## src/design/gpx_defines.vh

```
// Purpose: Constants for the eight-pin port with external interrupt logic
// Assumes: APB slave, 32-bit data, byte addresses word aligned
// Notes:   Offsets are chosen locally; all values are `define macros
`ifndef GPX_DEFINES_VH
`define GPX_DEFINES_VH

// ****************************************************************
// Register byte offsets
// ****************************************************************
`define GPX_OFF_LATCH      12'h000
`define GPX_OFF_DIR        12'h004
`define GPX_OFF_OPTION     12'h008
`define GPX_OFF_SENSE      12'h00c
`define GPX_OFF_PENDING    12'h010
`define GPX_OFF_ALT_OUT_EN 12'h014
`define GPX_OFF_ALT_IN_EN  12'h018
`define GPX_OFF_PIN_LEVEL  12'h01c

// ****************************************************************
// Reset values
// ****************************************************************
`define GPX_RST_LATCH      8'h00
`define GPX_RST_DIR        8'h00
`define GPX_RST_OPTION     8'h00
`define GPX_RST_SENSE      8'h00
`define GPX_RST_ALT        8'h00

// ****************************************************************
// Sensitivity codes, two bits per vector
// ****************************************************************
`define GPX_SENSE_FALL_LOW 2'h0
`define GPX_SENSE_RISE     2'h1
`define GPX_SENSE_FALL     2'h2
`define GPX_SENSE_BOTH     2'h3

`endif

```

## src/design/gpx_sync.v

```verilog
// Purpose: Two-flop synchroniser for a vector of pin levels
// Assumes: Inputs are asynchronous to clk
// Notes:   First stage is read only by the second stage
`timescale 1ns/1ps

module gpx_sync #(
    parameter WIDTH = 8
) (
    // Clock and reset
    input  wire             clk,
    input  wire             rst_n,
    // Data
    input  wire [WIDTH-1:0] async_in,
    output reg  [WIDTH-1:0] sync_out
);

    reg [WIDTH-1:0] stage1;

    // Two stages; reset high to match an idle pulled pin
    always @(posedge clk or negedge rst_n) begin
        if (!rst_n) begin
            stage1   <= {WIDTH{1'b1}};
            sync_out <= {WIDTH{1'b1}};
        end else begin
            stage1   <= async_in;
            sync_out <= stage1;
        end
    end

endmodule

```

## src/design/gpx_edge_det.v

```verilog
// Purpose: Sensitivity-selectable edge/level detector for one vector
// Assumes: Input already synchronous to clk
// Notes:   Pulses one cycle on the selected edge; in level mode stays high while the level is low
`timescale 1ns/1ps
`include "gpx_defines.vh"

module gpx_edge_det (
    // Clock and reset
    input  wire       clk,
    input  wire       rst_n,
    // Source and control
    input  wire       level,
    input  wire [1:0] sense,
    output reg        event_hit
);

    reg prev;

    // Previous level; idle high so reset makes no edge
    always @(posedge clk or negedge rst_n) begin
        if (!rst_n) begin
            prev <= 1'b1;
        end else begin
            prev <= level;
        end
    end

    // Condition decode by sensitivity
    always @* begin
        case (sense)
            `GPX_SENSE_FALL_LOW: event_hit = ~level;
            `GPX_SENSE_RISE:     event_hit = level & ~prev;
            `GPX_SENSE_FALL:     event_hit = ~level & prev;
            `GPX_SENSE_BOTH:     event_hit = level ^ prev;
            default:             event_hit = 1'b0;
        endcase
    end

endmodule

```

## src/design/gpx_port.v

```verilog
// Purpose: Eight-pin port with direction, options, alternates and ext irq
// Assumes: APB slave on pclk; pins are asynchronous; four irq vectors
// Notes:   Pins given as in/out/oe triplets plus pull-up enable
//          Pin outputs and the irq request lag their cause by one cycle
//          Pin levels reach reads and detectors two cycles after the pin
//          Writes to read-only offsets are accepted and have no effect
//          Pin i belongs to vector i mod NVEC
`timescale 1ns/1ps
`include "gpx_defines.vh"

module gpx_port #(
    parameter       NVEC       = 4,
    parameter [7:0] OPTION_RST = `GPX_RST_OPTION
) (
    // Clock and reset
    input  wire        pclk,
    input  wire        presetn,
    // APB slave
    input  wire        psel,
    input  wire        penable,
    input  wire        pwrite,
    input  wire [11:0] paddr,
    input  wire [31:0] pwdata,
    output reg  [31:0] prdata,
    output reg         pready,
    output reg         pslverr,
    // Pins
    input  wire [7:0]  pin_in,
    output reg  [7:0]  pin_out,
    output reg  [7:0]  pin_oe,
    output reg  [7:0]  pin_pullup_en,
    // Alternate functions from and to peripherals
    input  wire [7:0]  alt_out_en,
    input  wire [7:0]  alt_out,
    output reg  [7:0]  alt_in,
    // External interrupts
    input  wire [NVEC-1:0] vec_fetch,
    output reg  [NVEC-1:0] ext_irq_req
);

    // ****************************************************************
    // Registers and state
    // ****************************************************************
    // Pending, sensitivity, hits and source levels are per vector; latch, direction and option are per pin
    reg  [7:0]        port_latch_register;
    reg  [7:0]        pin_direction_bit;
    reg  [7:0]        pin_option_bit;
    reg  [2*NVEC-1:0] ext_irq_sensitivity_register;
    reg  [NVEC-1:0]   pending;
    wire [7:0]        pin_sync;
    wire [NVEC-1:0]   vec_hit;
    reg  [7:0]        det_in;
    reg  [NVEC-1:0]   vec_level;
    reg  [7:0]        read_value;
    reg  [7:0]        next_pin_out;
    reg  [7:0]        next_pin_oe;
    reg  [7:0]        next_pullup;
    reg  [7:0]        next_alt_in;
    reg  [31:0]       next_prdata;
    reg               addr_ok;
    wire              wr_access;
    wire              rd_access;
    wire              sense_wr;
    integer           i;
    integer           j;
    integer           k;

    // Pin i belongs to vector (i mod NVEC)
    function [NVEC-1:0] vec_of;
        input integer pin;
        begin
            vec_of = {{(NVEC-1){1'b0}}, 1'b1} << (pin % NVEC);
        end
    endfunction

    // Writes land at the access edge; reads capture in setup
    assign wr_access = psel & penable & pwrite;
    assign rd_access = psel & ~penable & ~pwrite;
    assign sense_wr  = wr_access & (paddr == `GPX_OFF_SENSE);

    // ****************************************************************
    // Pin synchroniser
    // ****************************************************************
    // Nothing reads a pin before the second flop; avoids metastable fan-out
    gpx_sync #(
        .WIDTH    (8)
    ) u_sync (
        .clk      (pclk),
        .rst_n    (presetn),
        .async_in (pin_in),
        .sync_out (pin_sync)
    );

    // ****************************************************************
    // Interrupt source combination
    // ****************************************************************
    // Vector source is the AND of its enabled pins: one low pin holds
    // the source low and hides edges on the other pins of its group.
    // Disabled or output pins feed a one so they never mask others
    always @* begin
        for (i = 0; i < 8; i = i + 1) begin
            det_in[i] = (~pin_direction_bit[i] & pin_option_bit[i]) ? pin_sync[i]
                                                                     : 1'b1;
        end
        // Clear each vector's bit for every low enabled pin
        vec_level = {NVEC{1'b1}};
        for (i = 0; i < 8; i = i + 1) begin
            if (!det_in[i]) begin
                vec_level = vec_level & ~vec_of(i);
            end
        end
    end

    // Sensitivity codes per vector, two bits each:
    //   0 falling edge and low level, 1 rising edge,
    //   2 falling edge, 3 either edge
    // Detector history resets high so release of reset makes no edge
    genvar g;
    generate
        for (g = 0; g < NVEC; g = g + 1) begin : g_vec
            gpx_edge_det u_det (
                .clk       (pclk),
                .rst_n     (presetn),
                .level     (vec_level[g]),
                .sense     (ext_irq_sensitivity_register[2*g+1:2*g]),
                .event_hit (vec_hit[g])
            );
        end
    endgenerate

    // ****************************************************************
    // Pending latches
    // ****************************************************************
    // Hit wins over fetch; a sensitivity change clears outright
    // Level mode sets again every cycle while the source stays low
    always @(posedge pclk or negedge presetn) begin
        if (!presetn) begin
            pending <= {NVEC{1'b0}};
        end else begin
            for (j = 0; j < NVEC; j = j + 1) begin
                if (sense_wr && pwdata[2*j+:2] != ext_irq_sensitivity_register[2*j+:2]) begin
                    pending[j] <= 1'b0;
                end else if (vec_hit[j]) begin
                    pending[j] <= 1'b1;
                end else if (vec_fetch[j]) begin
                    pending[j] <= 1'b0;
                end
            end
        end
    end

    // ****************************************************************
    // Register writes
    // ****************************************************************
    // Writes land at the access edge; read-only offsets are ignored
    // Option reset is a parameter: one port has a bit that resets high
    always @(posedge pclk or negedge presetn) begin
        if (!presetn) begin
            port_latch_register          <= `GPX_RST_LATCH;
            pin_direction_bit            <= `GPX_RST_DIR;
            pin_option_bit               <= OPTION_RST;
            ext_irq_sensitivity_register <= {(2*NVEC){1'b0}};
        end else if (wr_access) begin
            case (paddr)
                `GPX_OFF_LATCH:  port_latch_register <= pwdata[7:0];
                `GPX_OFF_DIR:    pin_direction_bit   <= pwdata[7:0];
                `GPX_OFF_OPTION: pin_option_bit      <= pwdata[7:0];
                `GPX_OFF_SENSE:  ext_irq_sensitivity_register <= pwdata[2*NVEC-1:0];
                default: ;
            endcase
        end
    end

    // ****************************************************************
    // Pin drive and alternate routing
    // ****************************************************************
    // Mode per pin, alternate output first:
    //   alternate enabled : peripheral drives, no pull-up
    //   dir 1, option 1   : push-pull from the latch
    //   dir 1, option 0   : open-drain, released on a one
    //   dir 0, option 1   : pull-up input, interrupt capable
    //   dir 0, option 0   : floating input, feeds the alternate input
    // Data read: latch in output mode, else alternate output, else pin
    // Registered so outputs come from flops; one cycle of drive latency
    always @* begin
        for (k = 0; k < 8; k = k + 1) begin
            if (alt_out_en[k]) begin
                next_pin_out[k] = alt_out[k];
                next_pin_oe[k]  = 1'b1;
                next_pullup[k]  = 1'b0;
            end else if (pin_direction_bit[k]) begin
                // Open-drain releases on one; push-pull drives it high
                next_pin_out[k] = port_latch_register[k];
                next_pin_oe[k]  = ~port_latch_register[k] | pin_option_bit[k];
                next_pullup[k]  = 1'b0;
            end else begin
                next_pin_out[k] = 1'b0;
                next_pin_oe[k]  = 1'b0;
                next_pullup[k]  = pin_option_bit[k];
            end
            // Alternate input sees the latch in output mode, the pin otherwise
            next_alt_in[k] = pin_direction_bit[k] ? port_latch_register[k]
                                                  : pin_sync[k];
            if (pin_direction_bit[k]) begin
                read_value[k] = port_latch_register[k];
            end else if (alt_out_en[k]) begin
                read_value[k] = alt_out[k];
            end else begin
                read_value[k] = pin_sync[k];
            end
        end
    end

    // Output flops; the request drops in the cycle after a fetch
    always @(posedge pclk or negedge presetn) begin
        if (!presetn) begin
            pin_out       <= 8'h00;
            pin_oe        <= 8'h00;
            pin_pullup_en <= 8'h00;
            alt_in        <= 8'h00;
            ext_irq_req   <= {NVEC{1'b0}};
        end else begin
            pin_out       <= next_pin_out;
            pin_oe        <= next_pin_oe;
            pin_pullup_en <= next_pullup;
            alt_in        <= next_alt_in;
            ext_irq_req   <= next_pending_req(pending, vec_fetch);
        end
    end

    // Request drops the cycle after a fetch is seen,
    // so the core never sees a request it has just serviced
    function [NVEC-1:0] next_pending_req;
        input [NVEC-1:0] p;
        input [NVEC-1:0] f;
        begin
            next_pending_req = p & ~f;
        end
    endfunction

    // ****************************************************************
    // APB read path and answer
    // ****************************************************************
    // Read data is captured in setup; access completes with no wait
    // Offset map: 00 latch/pin, 04 direction, 08 option, 0c sensitivity,
    // 10 pending, 14 alternate enables, 18 alternate input value,
    // 1c synchronised pin level; all other offsets are refused
    always @* begin
        addr_ok     = 1'b1;
        next_prdata = 32'h0000_0000;
        case (paddr)
            `GPX_OFF_LATCH:      next_prdata[7:0] = read_value;
            `GPX_OFF_DIR:        next_prdata[7:0] = pin_direction_bit;
            `GPX_OFF_OPTION:     next_prdata[7:0] = pin_option_bit;
            `GPX_OFF_SENSE:      next_prdata[2*NVEC-1:0] = ext_irq_sensitivity_register;
            `GPX_OFF_PENDING:    next_prdata[NVEC-1:0] = pending;
            `GPX_OFF_ALT_OUT_EN: next_prdata[7:0] = alt_out_en;
            `GPX_OFF_ALT_IN_EN:  next_prdata[7:0] = next_alt_in;
            `GPX_OFF_PIN_LEVEL:  next_prdata[7:0] = pin_sync;
            default:             addr_ok = 1'b0;
        endcase
    end

    // Fixed one-cycle answer; no wait states, error on unmapped offsets
    always @(posedge pclk or negedge presetn) begin
        if (!presetn) begin
            prdata  <= 32'h0000_0000;
            pready  <= 1'b0;
            pslverr <= 1'b0;
        end else begin
            pready  <= psel & ~penable;
            pslverr <= psel & ~penable & ~addr_ok;
            if (rd_access) begin
                prdata <= next_prdata;
            end
        end
    end

endmodule

```

## config.mk

```make
export PLATFORM = sky130hd
export DESIGN_NAME = gpx_port
export DESIGN_NICKNAME = d
export VERILOG_FILES = /design/src/design/gpx_sync.v /design/src/design/gpx_edge_det.v /design/src/design/gpx_port.v
export VERILOG_INCLUDE_DIRS = /design/src /design/src/design
export SDC_FILE = /design/constraint.sdc
export NUM_CORES = 1
export LEC_CHECK = 0
export BUFFER_PORTS_ARGS = -buffer_cell sky130_fd_sc_hd__buf_2
export CORE_UTILIZATION = 40
export CTS_CLUSTER_SIZE = 28
export DETAILED_ROUTE_END_ITERATION = 6
export PLACE_DENSITY = 0.64
export SYNTH_ARGS = -nofsm -noshare
export SYNTH_HDL_FRONTEND = slang
export SYNTH_HIERARCHICAL = 1
export SYNTH_SLANG_ARGS = --single-unit
```

## constraint.sdc

```tcl
create_clock -name pclk -period 1.97 [get_ports pclk]
set_input_delay 0.0985 -clock pclk [delete_from_list [all_inputs] [get_ports pclk]]
set_output_delay 0.0985 -clock pclk [all_outputs]
set_load 0.005 [all_outputs]
```

# == Word-level counts from Yosys, hierarchy flattened ==
# Cells that the tools add are included.
# word_totals
mem_bits_rw,0
regBits,102
wordCells,233
mem_count,0
rom_bits,0
latchBits,0
# op_classes
bitwise_logic,63
n_reduce_logical,18
n_mux,107
add_sub_neg,0
multipliers,0
shift,0
n_lt_le_gt_ge,0
div_mod_pow,0
eq_ne,23
# ops
operator,n
$mux W1,95
$eq A12 B5 Y1 const B,4
$pmux W4 S8,1
$pmux W4 S7,1
$not A1 Y1,27
$eq A12 B4 Y1 const B,2
$and A1 B1 Y1,22
$eq A2 B2 Y1 const B,8
$pmux W1 S4,4
$eq A12 B3 Y1 const B,1
$logic_not A12 Y1,1
$reduce_bool A3 Y1,4
$eq A2 B1 Y1 const B,4
$logic_not A2 Y1,4
$mux W4,2
$ne A2 B2 Y1,4
$or A1 B1 Y1,8
$reduce_and A2 Y1,4
$reduce_or A8 Y1,1
$mux W3,2
$and A4 B4 Y4,1
$logic_and A1 B1 Y1,4
$mux W2,2
$not A4 Y4,1
$xor A1 B1 Y1,4

# == Logic depth before layout (Yosys ltp) ==
# Gate-level depths: netlist (run 1).
# logic_depth
ltp_word,16
mapped_depth,9
depth_no_buf,8

# == Hierarchy ==
# The synthesis (run 1) kept the hierarchy.
# modules_own_cells
module,n_inst,seq_area_each_um2,area_per_inst_um2,cells_each
gpx_port,1,2052.0,4071.4,362
gpx_sync,1,420.4,420.4,16
gpx_edge_det,4,26.3,85.1,7

# == Worst setup path after synthesis (run 1) ==
# No wires, ideal clock.
# synth_path
path_kind,reg2reg
start,reg pin_direction_bit[0]
end,reg pending[0]
required_time_ns,1.848
setup_slack_ns,0.088
path_stages_with_launch,10
period_less_slack_ns,1.882
arrival_time_ns,1.760
path_buffers,1
setup_time_ns,0.122
cell_sequence,dfrtp_1 > clkbuf_1 > nand2b_1 > o22a_1 > inv_1 > ha_1 > inv_1 > mux4_2 > nor2_1 > a21oi_1
# synth_via
elab_chain_len,16
# synth_rtl
item,line,source
"start, declared",gpx_port.v:46,reg [7:0] pin_direction_bit;
"start signal, assigned",gpx_port.v:160,pin_direction_bit <= `GPX_RST_DIR;
"start signal, assigned",gpx_port.v:166,`GPX_OFF_DIR: pin_direction_bit <= pwdata[7:0];
$not A1 Y1 *,gpx_port.v:102,det_in[i] = (~pin_direction_bit[i] & pin_option_bit[i]) ? pin_sync[i]
$and A1 B1 Y1 *,gpx_port.v:102,
$mux W1 *,gpx_port.v:102,
$mux W1 *,gpx_port.v:108,if (!det_in[i]) begin
$mux W2 *,gpx_port.v:108,
$mux W3 *,gpx_port.v:108,
$mux W4 *,gpx_port.v:108,
$mux W1 *,gpx_port.v:108,
(+2 left out),--,
$mux W4 *,gpx_port.v:108,
net vec_level[0],gpx_port.v:53,reg [NVEC-1:0] vec_level;
$not A1 Y1,"gpx_edge_det.v:31, gpx_edge_det.v:33",
$and A1 B1 Y1,gpx_edge_det.v:33,`GPX_SENSE_FALL: event_hit = ~level & prev;
$pmux W1 S4 *,gpx_edge_det.v:30,case (sense)
net vec_hit[0],gpx_port.v:51,wire [NVEC-1:0] vec_hit;
$mux W1,gpx_port.v:143,end else if (vec_hit[j]) begin
$mux W1,gpx_port.v:141,if (sense_wr && pwdata[2*j+:2] != ext_irq_sensitivity_register[2*j+:2]) begin
"end signal, assigned",gpx_port.v:138,pending <= {NVEC{1'b0}};
"end, declared",gpx_port.v:49,reg [NVEC-1:0] pending;
# The timed path passes the listed nets; every way through them passes the cells marked *.
# A chain may end at the register's enable or synchronous reset.

# == Final worst setup path (run 1) ==
# layout_path
start,reg pin_option_bit[6]
end,reg pending[2]
# layout_via
elab_chain_len,9
# layout_rtl
item,line,source
"start, declared",gpx_port.v:47,reg [7:0] pin_option_bit;
"start signal, assigned",gpx_port.v:167,`GPX_OFF_OPTION: pin_option_bit <= pwdata[7:0];
$and A1 B1 Y1 *,gpx_port.v:102,
$mux W1 *,gpx_port.v:102,
$mux W3 *,gpx_port.v:108,
$mux W4 *,gpx_port.v:108,
net vec_level[2],gpx_port.v:53,
$not A1 Y1,"gpx_edge_det.v:31, gpx_edge_det.v:33",
$and A1 B1 Y1,gpx_edge_det.v:33,
$pmux W1 S4 *,gpx_edge_det.v:30,
net vec_hit[2],gpx_port.v:51,
$mux W1,gpx_port.v:143,
$mux W1,gpx_port.v:141,
# Marks and branches as above.

==> results of run 1 <==
## metal layers
layer / wire [um] / up-vias
met3: 517 / 12
met2: 5450 / 92
met5: 0 / -
met1: 5100 / 1766
met4: 133 / 0
li1: - / 1702
## cells in the mapped netlist (2+ instances only)
library cell / instances / area [sq um]
a21o_1: 8 / 60.1
a21oi_1: 11 / 55.1
a221o_1: 2 / 20.0
a221oi_1: 5 / 43.8
a22oi_1: 2 / 15.0
a311o_1: 2 / 20.0
and3_1: 2 / 12.5
buf_2: 4 / 20.0
buf_4: 24 / 180
clkbuf_1: 6 / 22.5
dfrtp_1: 82 / 2050
dfstp_2: 20 / 526
ha_1: 8 / 100
inv_1: 20 / 75.1
mux2_1: 6 / 67.6
mux2_2: 28 / 315
mux2i_1: 16 / 160
mux4_2: 7 / 158
nand2_1: 29 / 109
nand2b_1: 23 / 144
nor2_1: 20 / 75.1
nor2_4: 4 / 45.0
nor2b_1: 6 / 37.5
nor3_1: 3 / 15.0
nor3b_1: 2 / 15.0
o21ai_0: 26 / 130
o22a_1: 4 / 35.0
o22ai_1: 2 / 12.5
xnor2_1: 8 / 70.1
## final timing paths
check / cells past startpoint / from / slack [ns] / endpoint
worst max-delay path: 8 / pin_option_bit[6] / 0.09 / pending[2]
worst min-delay path: 2 / alt_out_en[6] / 0.007 / pin_pullup_en[6]
worst max register to register: 8 / pin_option_bit[6] / 0.09 / pending[2]
worst min register to register: 0 / u_sync/stage1[7] / 0.36 / u_sync/sync_out[7]
max in group asynchronous: 3 / presetn / 1.05 / u_sync/sync_out[6]
min in group asynchronous: 2 / presetn / 0.26 / pin_out[1]
## area by class of cell
cell class | instances | area share
Timing Repair Buffer | 161 | 0.170
Tap cell | 143 | 0.0289
Clock buffer | 11 | 0.0392
Multi-Input combinational cell | 271 | 0.328
Sequential cell | 102 | 0.416
Inverter | 20 | 0.0121
Clock inverter | 5 | 0.00545
## power breakdown
group	internal, uW	total [uW]	switching (uW)
Sequential	2150	2170	18.6
Clock	891	1650	762
Combinational	169	364	195
## cell families after synthesis
logic type                 count (synthesis)  synth area share
muxes                                     57             0.145
xor gates and xnor gates                   8            0.0145
buffers and inverters                     56            0.0647
DFF                                      102             0.533
AOI/OAI and AO/OA                         74             0.103
other                                      1          0.000776
adders and majority gates                  8            0.0207
and+or+nand+nor                          100             0.118
## repair_timing
item	4_1_cts	5_1_grt
setup buffers	0	7
endpoints found under the setup margin	0	6
endpoints found under the hold margin	48	0
hold buffers	25	0
resized for setup	0	2
## stage by stage
stage / util / cell area [sq um] / hold slack (ns) / TNS [ns]
5_1_grt: 0.534 / 6200 / 0.0125 / 0
3_3_place_gp: 0.483 / 5610 / 0.0776 / -0.0510
4_1_cts: 0.528 / 6140 / 0.00412 / 0
3_5_place_dp: 0.483 / 5610 / 0.0856 / -0.236
2_1_floorplan: - / 4920 / -0.197 / 0
6_report: 0.534 / 6200 / 0.00735 / 0
## worst max-delay path, cell delays in order (launching register included)
cell	delay [ns]
dfrtp_1	0.39
nand2b_1	0.16
o22a_1	0.24
inv_1	0.07
ha_1	0.28
inv_1	0.03
mux4_2	0.46
nor2_2	0.09
a21oi_1	0.04
==> impl_results.md, run 1 <==
* Post-route ant nets at 0
* Layout area overhead at 28.2%
* First drt pass iteration count at 7
* Tmin final at 1.88 ns
* Area of the multi-input gates at about 2000 sq um
* Final Hold Fails at 0
* WP data required at between 2 and 2.5 ns
* Relative slew slack at 0.559
* Number of setup violations in the final report at 0
* CP endpoint kind: register
* Outcome: complete, but fails checks
* # rows at 39
* Clk slew on worst S/H paths at about 0.070 ns
* Clock Sinks at 102
* GR Layer Usage met2 at 0.313
* Achievable frequency at roughly 530 MHz
* Final Cycle Share at 0.953
* H-tree depth at 3
* Initial antenna violation count at 0
* P_leak at ~0.0031 uW
* Kind of start point of the critical path: register
* Synth Flop Type: dfrtp_1
* Die Width at 112 um
* # IOs at around 150
* Average cell area after synthesis at ~12 sq um
* CTS Root Cell: clkbuf_16
* Clock skew at 0.00667 ns
* Port Buf Inserts at 98
* Synth unique cells at 55
* Wire length per cell at between 15 and 20 um
* Grt total ovfl at 0
* Data arrival, critical path at ~2.1 ns
* Seq cells post-synth at roughly 100
* Core box area at between 10000 and 15000 sq um
* Synth warn at 6
* Fin worst setup slack at around 0.092 ns
* Die area at 12500 sq um
* Via Count at roughly 3600
* Peak VDD IR at around 0.37 mV
* Post-route DRC at 9
* Slew @ Worst Pin at ~0.65 ns
* Crit-path max FO at 3
* Power Dens Cells at 676 nW/um^2
* Gpl congestion at roughly 0.80
* Clock latency on the worst-skew pair at approximately 0.35 ns
* Global-route wire length before repair at about 18 mm
* Fillers at 1040
* Pins Over Slew Limit at 0
* Unrepaired setup endpoints after global routing: no
* CTS Buf Count at 9
* Setup Crit Path Kind: register to register
* Dpl ws at -0.0293 ns
* Routing usage on met1 at 0.258
* Max capacitance violation total at 0
* Commonest non-fill, non-tap cell in the layout: buf_2
* WL final at 11.2 mm
* CTS tree: built
* Cells after Synth at 406
* Gr busiest metal: met2
* 1st-iter DRT viols at approximately 170
* Final Non-Filler Cells at 713
* Antenna cell count at 0
* Layout cells sized above 1 at 0.382
* Clock Tree Buf Depth at 2
* Cells after DPL at about 670
* Post-synth EDFFs at 0
* Most frequent cells in the layout: buf_2 (97), dfrtp_1 (82), buf_4 (37)
* Largest net degree at the start of global routing at 40
* Vias in the first global route at 3559
* Vias per inst at around 5.0
* Post-DP HPWL at about 8.3 mm
* Failing checks: design-rule violations
* Sequential fraction of the synthesis area at 0.533
* Met3 usage at 0.0343
* Post-Syn Area at approximately 4800 sq um
* Starting Density at 0.416
* # nets final at 650
* Global Route Usage Sum at 0.191
* Sequential cell area at ~2600 sq um
* Ys async rst share at 1.00
* Die Y at between 100 and 150 um
* Hold Crit Class: primary input to register
* Tot Pwr at about 4200 uW
No activity file was read; power rests on OpenSTA's default activity.
==> inputs of run 2 (changes only) <==
--- a/config.mk
+++ b/config.mk
@@ -7,10 +7,11 @@
 export NUM_CORES = 1
 export LEC_CHECK = 0
 export BUFFER_PORTS_ARGS = -buffer_cell sky130_fd_sc_hd__buf_2
-export CORE_UTILIZATION = 40
+export CORE_UTILIZATION = 47
+export CTS_CLUSTER_DIAMETER = 80
 export CTS_CLUSTER_SIZE = 28
 export DETAILED_ROUTE_END_ITERATION = 6
-export PLACE_DENSITY = 0.64
+export PLACE_DENSITY = 0.74
 export SYNTH_ARGS = -nofsm -noshare
 export SYNTH_HDL_FRONTEND = slang
 export SYNTH_HIERARCHICAL = 1
==> constraint.sdc (replaced) <==
create_clock -name pclk -period 1.97 [get_ports pclk]
set_input_delay 0.394 -clock pclk [delete_from_list [all_inputs] [get_ports pclk]]
set_output_delay 0.394 -clock pclk [all_outputs]
set_load 0.005 [all_outputs]
==> impl_results.md, run 2 (synthesized netlist as in run 1, its figures left out) <==
* Slowest stage delay, CP at roughly 0.46 ns
* Core box area at 9860 sq um
* Outcome: complete, no violations
* First drt pass iteration count at 5
* Critical Path Source: pin_direction_bit[6]
* Relative slew slack at 0.548
* H-tree depth at 3
* Clock share of power at 0.346
* Dpl cell area at 5720 sq um
* Clock Tree Buf Depth at 2
* P_leak at ~0.003 uW
* Tmin final at 1.92 ns
* Wire length per cell at approximately 16 um
* Layout area overhead at 23.1%
* # IOs at around 150
* Unrepaired setup endpoints after global routing: no
* # nets final at between 600 and 700
* Commonest non-fill, non-tap cell in the layout: buf_2
* Final Hold Fails at 0
* Clock skew at around 0.011 ns
* Global Route Usage Sum at 0.213
* Crit-path max FO at 2
* Register share of total power at 0.568
* Setup Crit Path Kind: register to register
* WP data required at 2.23 ns
* Net Sw Frac at 0.238
* Slew @ Worst Pin at between 0.6 and 0.7 ns
* Grt total ovfl at 0
* Reg2reg end: pending[2]
* Fillers at about 800
* Critical R2R Launch: pin_direction_bit[6]
* Clk slew on worst S/H paths at ~0.10 ns
* Starting Density at 0.490
* Via Count at between 3000 and 4000
* Initial antenna violation count at 1
* Die Width at 103 um
* Die Y at about 100 um
* Most frequent cells in the layout: buf_2 (97), dfrtp_1 (82), buf_4 (36)
* Largest net degree at the start of global routing at 50
* Port Buf Inserts at just under 100
* # rows at 36
* Pins Over Slew Limit at 0
* WL final at ~11 mm
* NetSw at between 900 and 1000 uW
* Peak VDD IR at between 0.3 and 0.4 mV
* Hold Startpoint: pin_in[7]
* Hold Crit Class: primary input to register
* Tot Pwr at ~3800 uW
* Comb power frac at 0.086
* CP endpoint kind: register
* Data arrival, critical path at approximately 2.2 ns
* R2r setup slk at 0.05 ns
* Layout cells sized above 1 at 0.408
* Vias per inst at around 5.2
* PostCTS Resize Cnt at 0
* Depth of the most critical reg-to-reg path at 7
* Kind of start point of the critical path: register
* Die area at 10700 sq um
* Post-route ant nets at 0
* Number of setup violations in the final report at 0
* Achievable frequency at 520 MHz
* Clock latency on the worst-skew pair at about 0.36 ns
* Crit path to: pending[2]
* Max capacitance violation total at 0
* CTS Buf Count at 9
* Util after Layout at 0.603
* Antenna cell count at 0
* Post-DP HPWL at a little over 8 mm
* Power Dens Cells at 643 nW/um^2
* Setup_tns at 0 ns
* Crit-path cells: nand2b_1 > o22a_1 > buf_4 > ha_1 > mux4_2 > nor2_1 > a21oi_1
* Clock Sinks at between 100 and 150
* Gpl congestion at ~0.89
* 1st-iter DRT viols at between 100 and 150
* CTS tree: built
* Slowest CP cell: mux4_2
* Design area at between 5000 and 6000 sq um
* Global-route wire length before repair at between 15 and 20 mm
* Vias in the first global route at between 3000 and 4000
* Pint at around 2900 uW
* Post-route DRC at 0
* CTS Root Cell: clkbuf_8
* Final Cycle Share at 0.976
## run 2: cell count changes in the layout (fill, tap and decap cells not counted), moves of 2 or more
cell	before	now
buf_12	2	4
clkbuf_16	9	0
clkbuf_8	1	10
dlygate4sd3_1	25	1
mux2_1	6	0
mux2_2	28	19
mux2_4	0	15
## run 2: critical path, delay by kind of cell, from the launching register on
kind / cells / cell delay (ns)
simple gates: 2 / 0.33
flops: 1 / 0.38
mux: 1 / 0.46
compound gates: 2 / 0.31
fa+ha+maj: 1 / 0.19
buf+inv: 1 / 0.15
## run 2: routing by layer
metal,part of all wire,vias up,global-route usage
li1,-,1640,-
met1,0.44,1786,0.283
met2,0.49,123,0.346
met3,0.056,18,0.0484
met4,0.021,0,0.0726
met5,0,-,0
## run 2: power groups by stage
| stage | logic (uW) | clock network, uW | registers (uW) |
|---|---|---|---|
| floorplan | 163 | 0 | 2210 |
| global placement | 320 | 0 | 2210 |
| detailed placement | 328 | 0 | 2210 |
| CTS | 330 | 1360 | 2170 |
| global route | 371 | 1450 | 2180 |
| finish | 328 | 1320 | 2170 |
## run 2: per-stage QoR
step / instances / hold slack, ns / worst slack (ns)
CTS: 678 / 0.0989 / 0.0427
floorplan: 429 / 0.0984 / -0.0541
detailed placement: 661 / 0.347 / -0.256
global placement: 661 / 0.346 / -0.216
global route: 680 / 0.0890 / 0.00636
finish: 680 / 0.113 / 0.0472
## run 2: cell type report
| type | count | area, sq um | area share |
|---|---|---|---|
| tap | 133 | 166 | 0.0280 |
| inverter | 20 | 75.1 | 0.0126 |
| sequential | 102 | 2580 | 0.433 |
| clock buffer | 11 | 141 | 0.0238 |
| timing repair buffer | 138 | 846 | 0.142 |
| clock inverter | 5 | 56.3 | 0.00947 |
| multi-input combinational | 271 | 2080 | 0.351 |
## run 2: timing repair
item	in CTS	in global routing
setup buffers	0	2
hold endpoints to repair	28	0
hold buffers	1	0
setup endpoints to repair	0	2
## run 2: worst min-delay path by stage
stage	endpoint	slack, ns	cells after the start
floorplan	alt_in[0]	0.1	0
global placement	u_sync/sync_out[2]	0.35	0
detailed placement	u_sync/sync_out[6]	0.35	0
CTS	u_sync/stage1[7]	0.1	1
global route	u_sync/stage1[5]	0.09	1
finish	u_sync/stage1[7]	0.11	1
==> inputs of run 3 (changes only) <==
==> constraint.sdc (replaced) <==
create_clock -name pclk -period 1.97 [get_ports pclk]
set_input_delay 0.0985 -clock pclk [delete_from_list [all_inputs] [get_ports pclk]]
set_output_delay 0.0985 -clock pclk [all_outputs]
set_load 0.005 [all_outputs]
==> impl_results.md, run 3 (synthesized netlist as in run 1, its figures left out) <==
* Starting Density at 0.490
* Wire length per cell at ~15 um
* Max capacitance violation total at 0
* First drt pass iteration count at 5
* Most frequent cells in the layout: buf_2 (97), dfrtp_1 (82), nand2_1 (29), dlygate4sd3_1 (29)
* # IOs at 147
* Dpl cell area at around 5600 sq um
* Die Width at between 100 and 150 um
* # rows at 36
* Net Sw Frac at 0.255
* Via Count at between 3000 and 4000
* Clock latency on the worst-skew pair at approximately 0.37 ns
* Gpl congestion at 0.822
* Grt total ovfl at 0
* WP data required at 2.23 ns
* Slowest stage delay, CP at 0.57 ns
* 1st-iter DRT viols at ~110
* Core box area at 9860 sq um
* Initial antenna violation count at 0
* Pint at roughly 2800 uW
* NetSw at roughly 950 uW
* Slowest CP cell: dfstp_2
* Number of setup violations in the final report at 0
* Kind of start point of the critical path: register
* Setup Crit Path Kind: register to register
* Port Buf Inserts at between 90 and 100
* Design area at ~6100 sq um
* Setup_tns at 0 ns
* Clock skew at ~0.012 ns
* Global-route wire length before repair at approximately 17 mm
* Most frequent CP cell: inv_1
* WL final at approximately 11 mm
* Clock Sinks at a little over 100
* Layout area overhead at 25.6%
* Post-DP HPWL at about 7.9 mm
* Util after Layout at 0.615
* Vias per inst at a little over 5
* Cells after DPL at between 600 and 700
* Antenna cell count at 0
* Clk slew on worst S/H paths at 0.10 ns
* Peak VDD IR at 0.360 mV
* CP endpoint kind: register
* Layout cells sized above 1 at 0.367
* Achievable frequency at about 520 MHz
* Comb power frac at 0.097
* CTS Buf Count at 9
* Outcome: complete, no violations
* Hold Crit Class: primary input to register
* CTS tree: built
* Die Y at slightly above 100 um
* P_leak at 0.00305 uW
* Crit-path cells: o22a_1 > inv_1 > ha_1 > inv_1 > mux4_2 > nor2_1 > a21oi_1
* Data arrival, critical path at ~2.2 ns
* Register share of total power at 0.580
* Post-route ant nets at 0
* Pins Over Slew Limit at 0
* Hold Slack at 0.0127 ns
* Slew @ Worst Pin at about 0.63 ns
* CTS Root Cell: clkbuf_8
* # nets final at 646
* H-tree depth at 3
* Vias in the first global route at between 3000 and 4000
* Final Hold Fails at 0
* Relative slew slack at 0.574
* Tmin final at roughly 1.9 ns
* Post-route DRC at 0
* Clock Tree Buf Depth at 2
* Final Cycle Share at 0.967
* Final Non-Filler Cells at 699
* Commonest non-fill, non-tap cell in the layout: buf_2
* Clock share of power at 0.323
* Power Dens Cells at around 620 nW/um^2
* Crit-path max FO at 3
* Largest net degree at the start of global routing at 46
* Die area at between 10000 and 15000 sq um
* Global Route Usage Sum at 0.212
==> run 3: cell count changes in the layout (fill, tap and decap cells not counted), moves of 2 or more <==
cell,delta
buf_4,-8
clkinv_2,-2
clkinvlp_4,+3
dlygate4sd3_1,+28
mux2_1,+6
mux2_2,+9
mux2_4,-15
==> run 3: path summary, 6_finish.rpt <==
check                                   start                 end  slack (ns)  cells after the start
setup / recovery           u_sync/sync_out[7]          pending[3]        0.06                      7
hold / removal                     alt_out[1]          pin_out[1]        0.01                      3
setup reg to reg           u_sync/sync_out[7]          pending[3]        0.06                      7
hold reg to reg              u_sync/stage1[1]  u_sync/sync_out[1]        0.36                      0
max in group asynchronous             presetn  u_sync/sync_out[7]        1.00                      3
min in group asynchronous             presetn    pin_pullup_en[7]        0.20                      2
==> run 3: metal layers <==
layer,vias up,share of wire,track usage
met5,-,0,0
met1,1752,0.46,0.290
met4,0,0.016,0.0791
met2,117,0.48,0.342
li1,1683,-,-
met3,15,0.046,0.0323
==> run 3: cell type report <==
type	instances	area (sq um)
fill	784	3800
sequential	102	2580
multi-input combinational	271	2030
timing repair buffer	157	1050
tap	133	166
clock buffer	10	128
inverter	20	75.1
clock inverter	6	47.5
==> run 3: stage by stage <==
step           setup WS (ns)  power, uW
2_1_floorplan         0.0884       2370
3_3_place_gp        0.000469       2520
3_5_place_dp         -0.0424       2530
4_1_cts               0.0286       3780
5_1_grt             -0.00643       3900
6_report              0.0643       3740
==> run 3: what timing repair did <==
item | in CTS | in global routing
setup buffers | 0 | 4
hold buffers | 29 | 0
hold endpoints to repair | 66 | 0
setup endpoints to repair | 0 | 2
gates resized for setup | 0 | 0
==> run 3: worst max-delay path, delay by kind of cell, from the launching register on <==
kind / cells / cell delay (ns)
mux: 1 / 0.46
flops: 1 / 0.57
compound gates: 2 / 0.26
simple gates: 1 / 0.14
fa+ha+maj: 1 / 0.28
buf+inv: 2 / 0.10
==> run 3: power by group through the flow <==
stage	sequential (uW)	clock, uW	combinational (uW)
after floorplan	2210	0	162
after global placement	2210	0	309
after detailed placement	2210	0	317
after CTS	2170	1240	362
after global routing	2180	1310	408
final	2170	1210	363
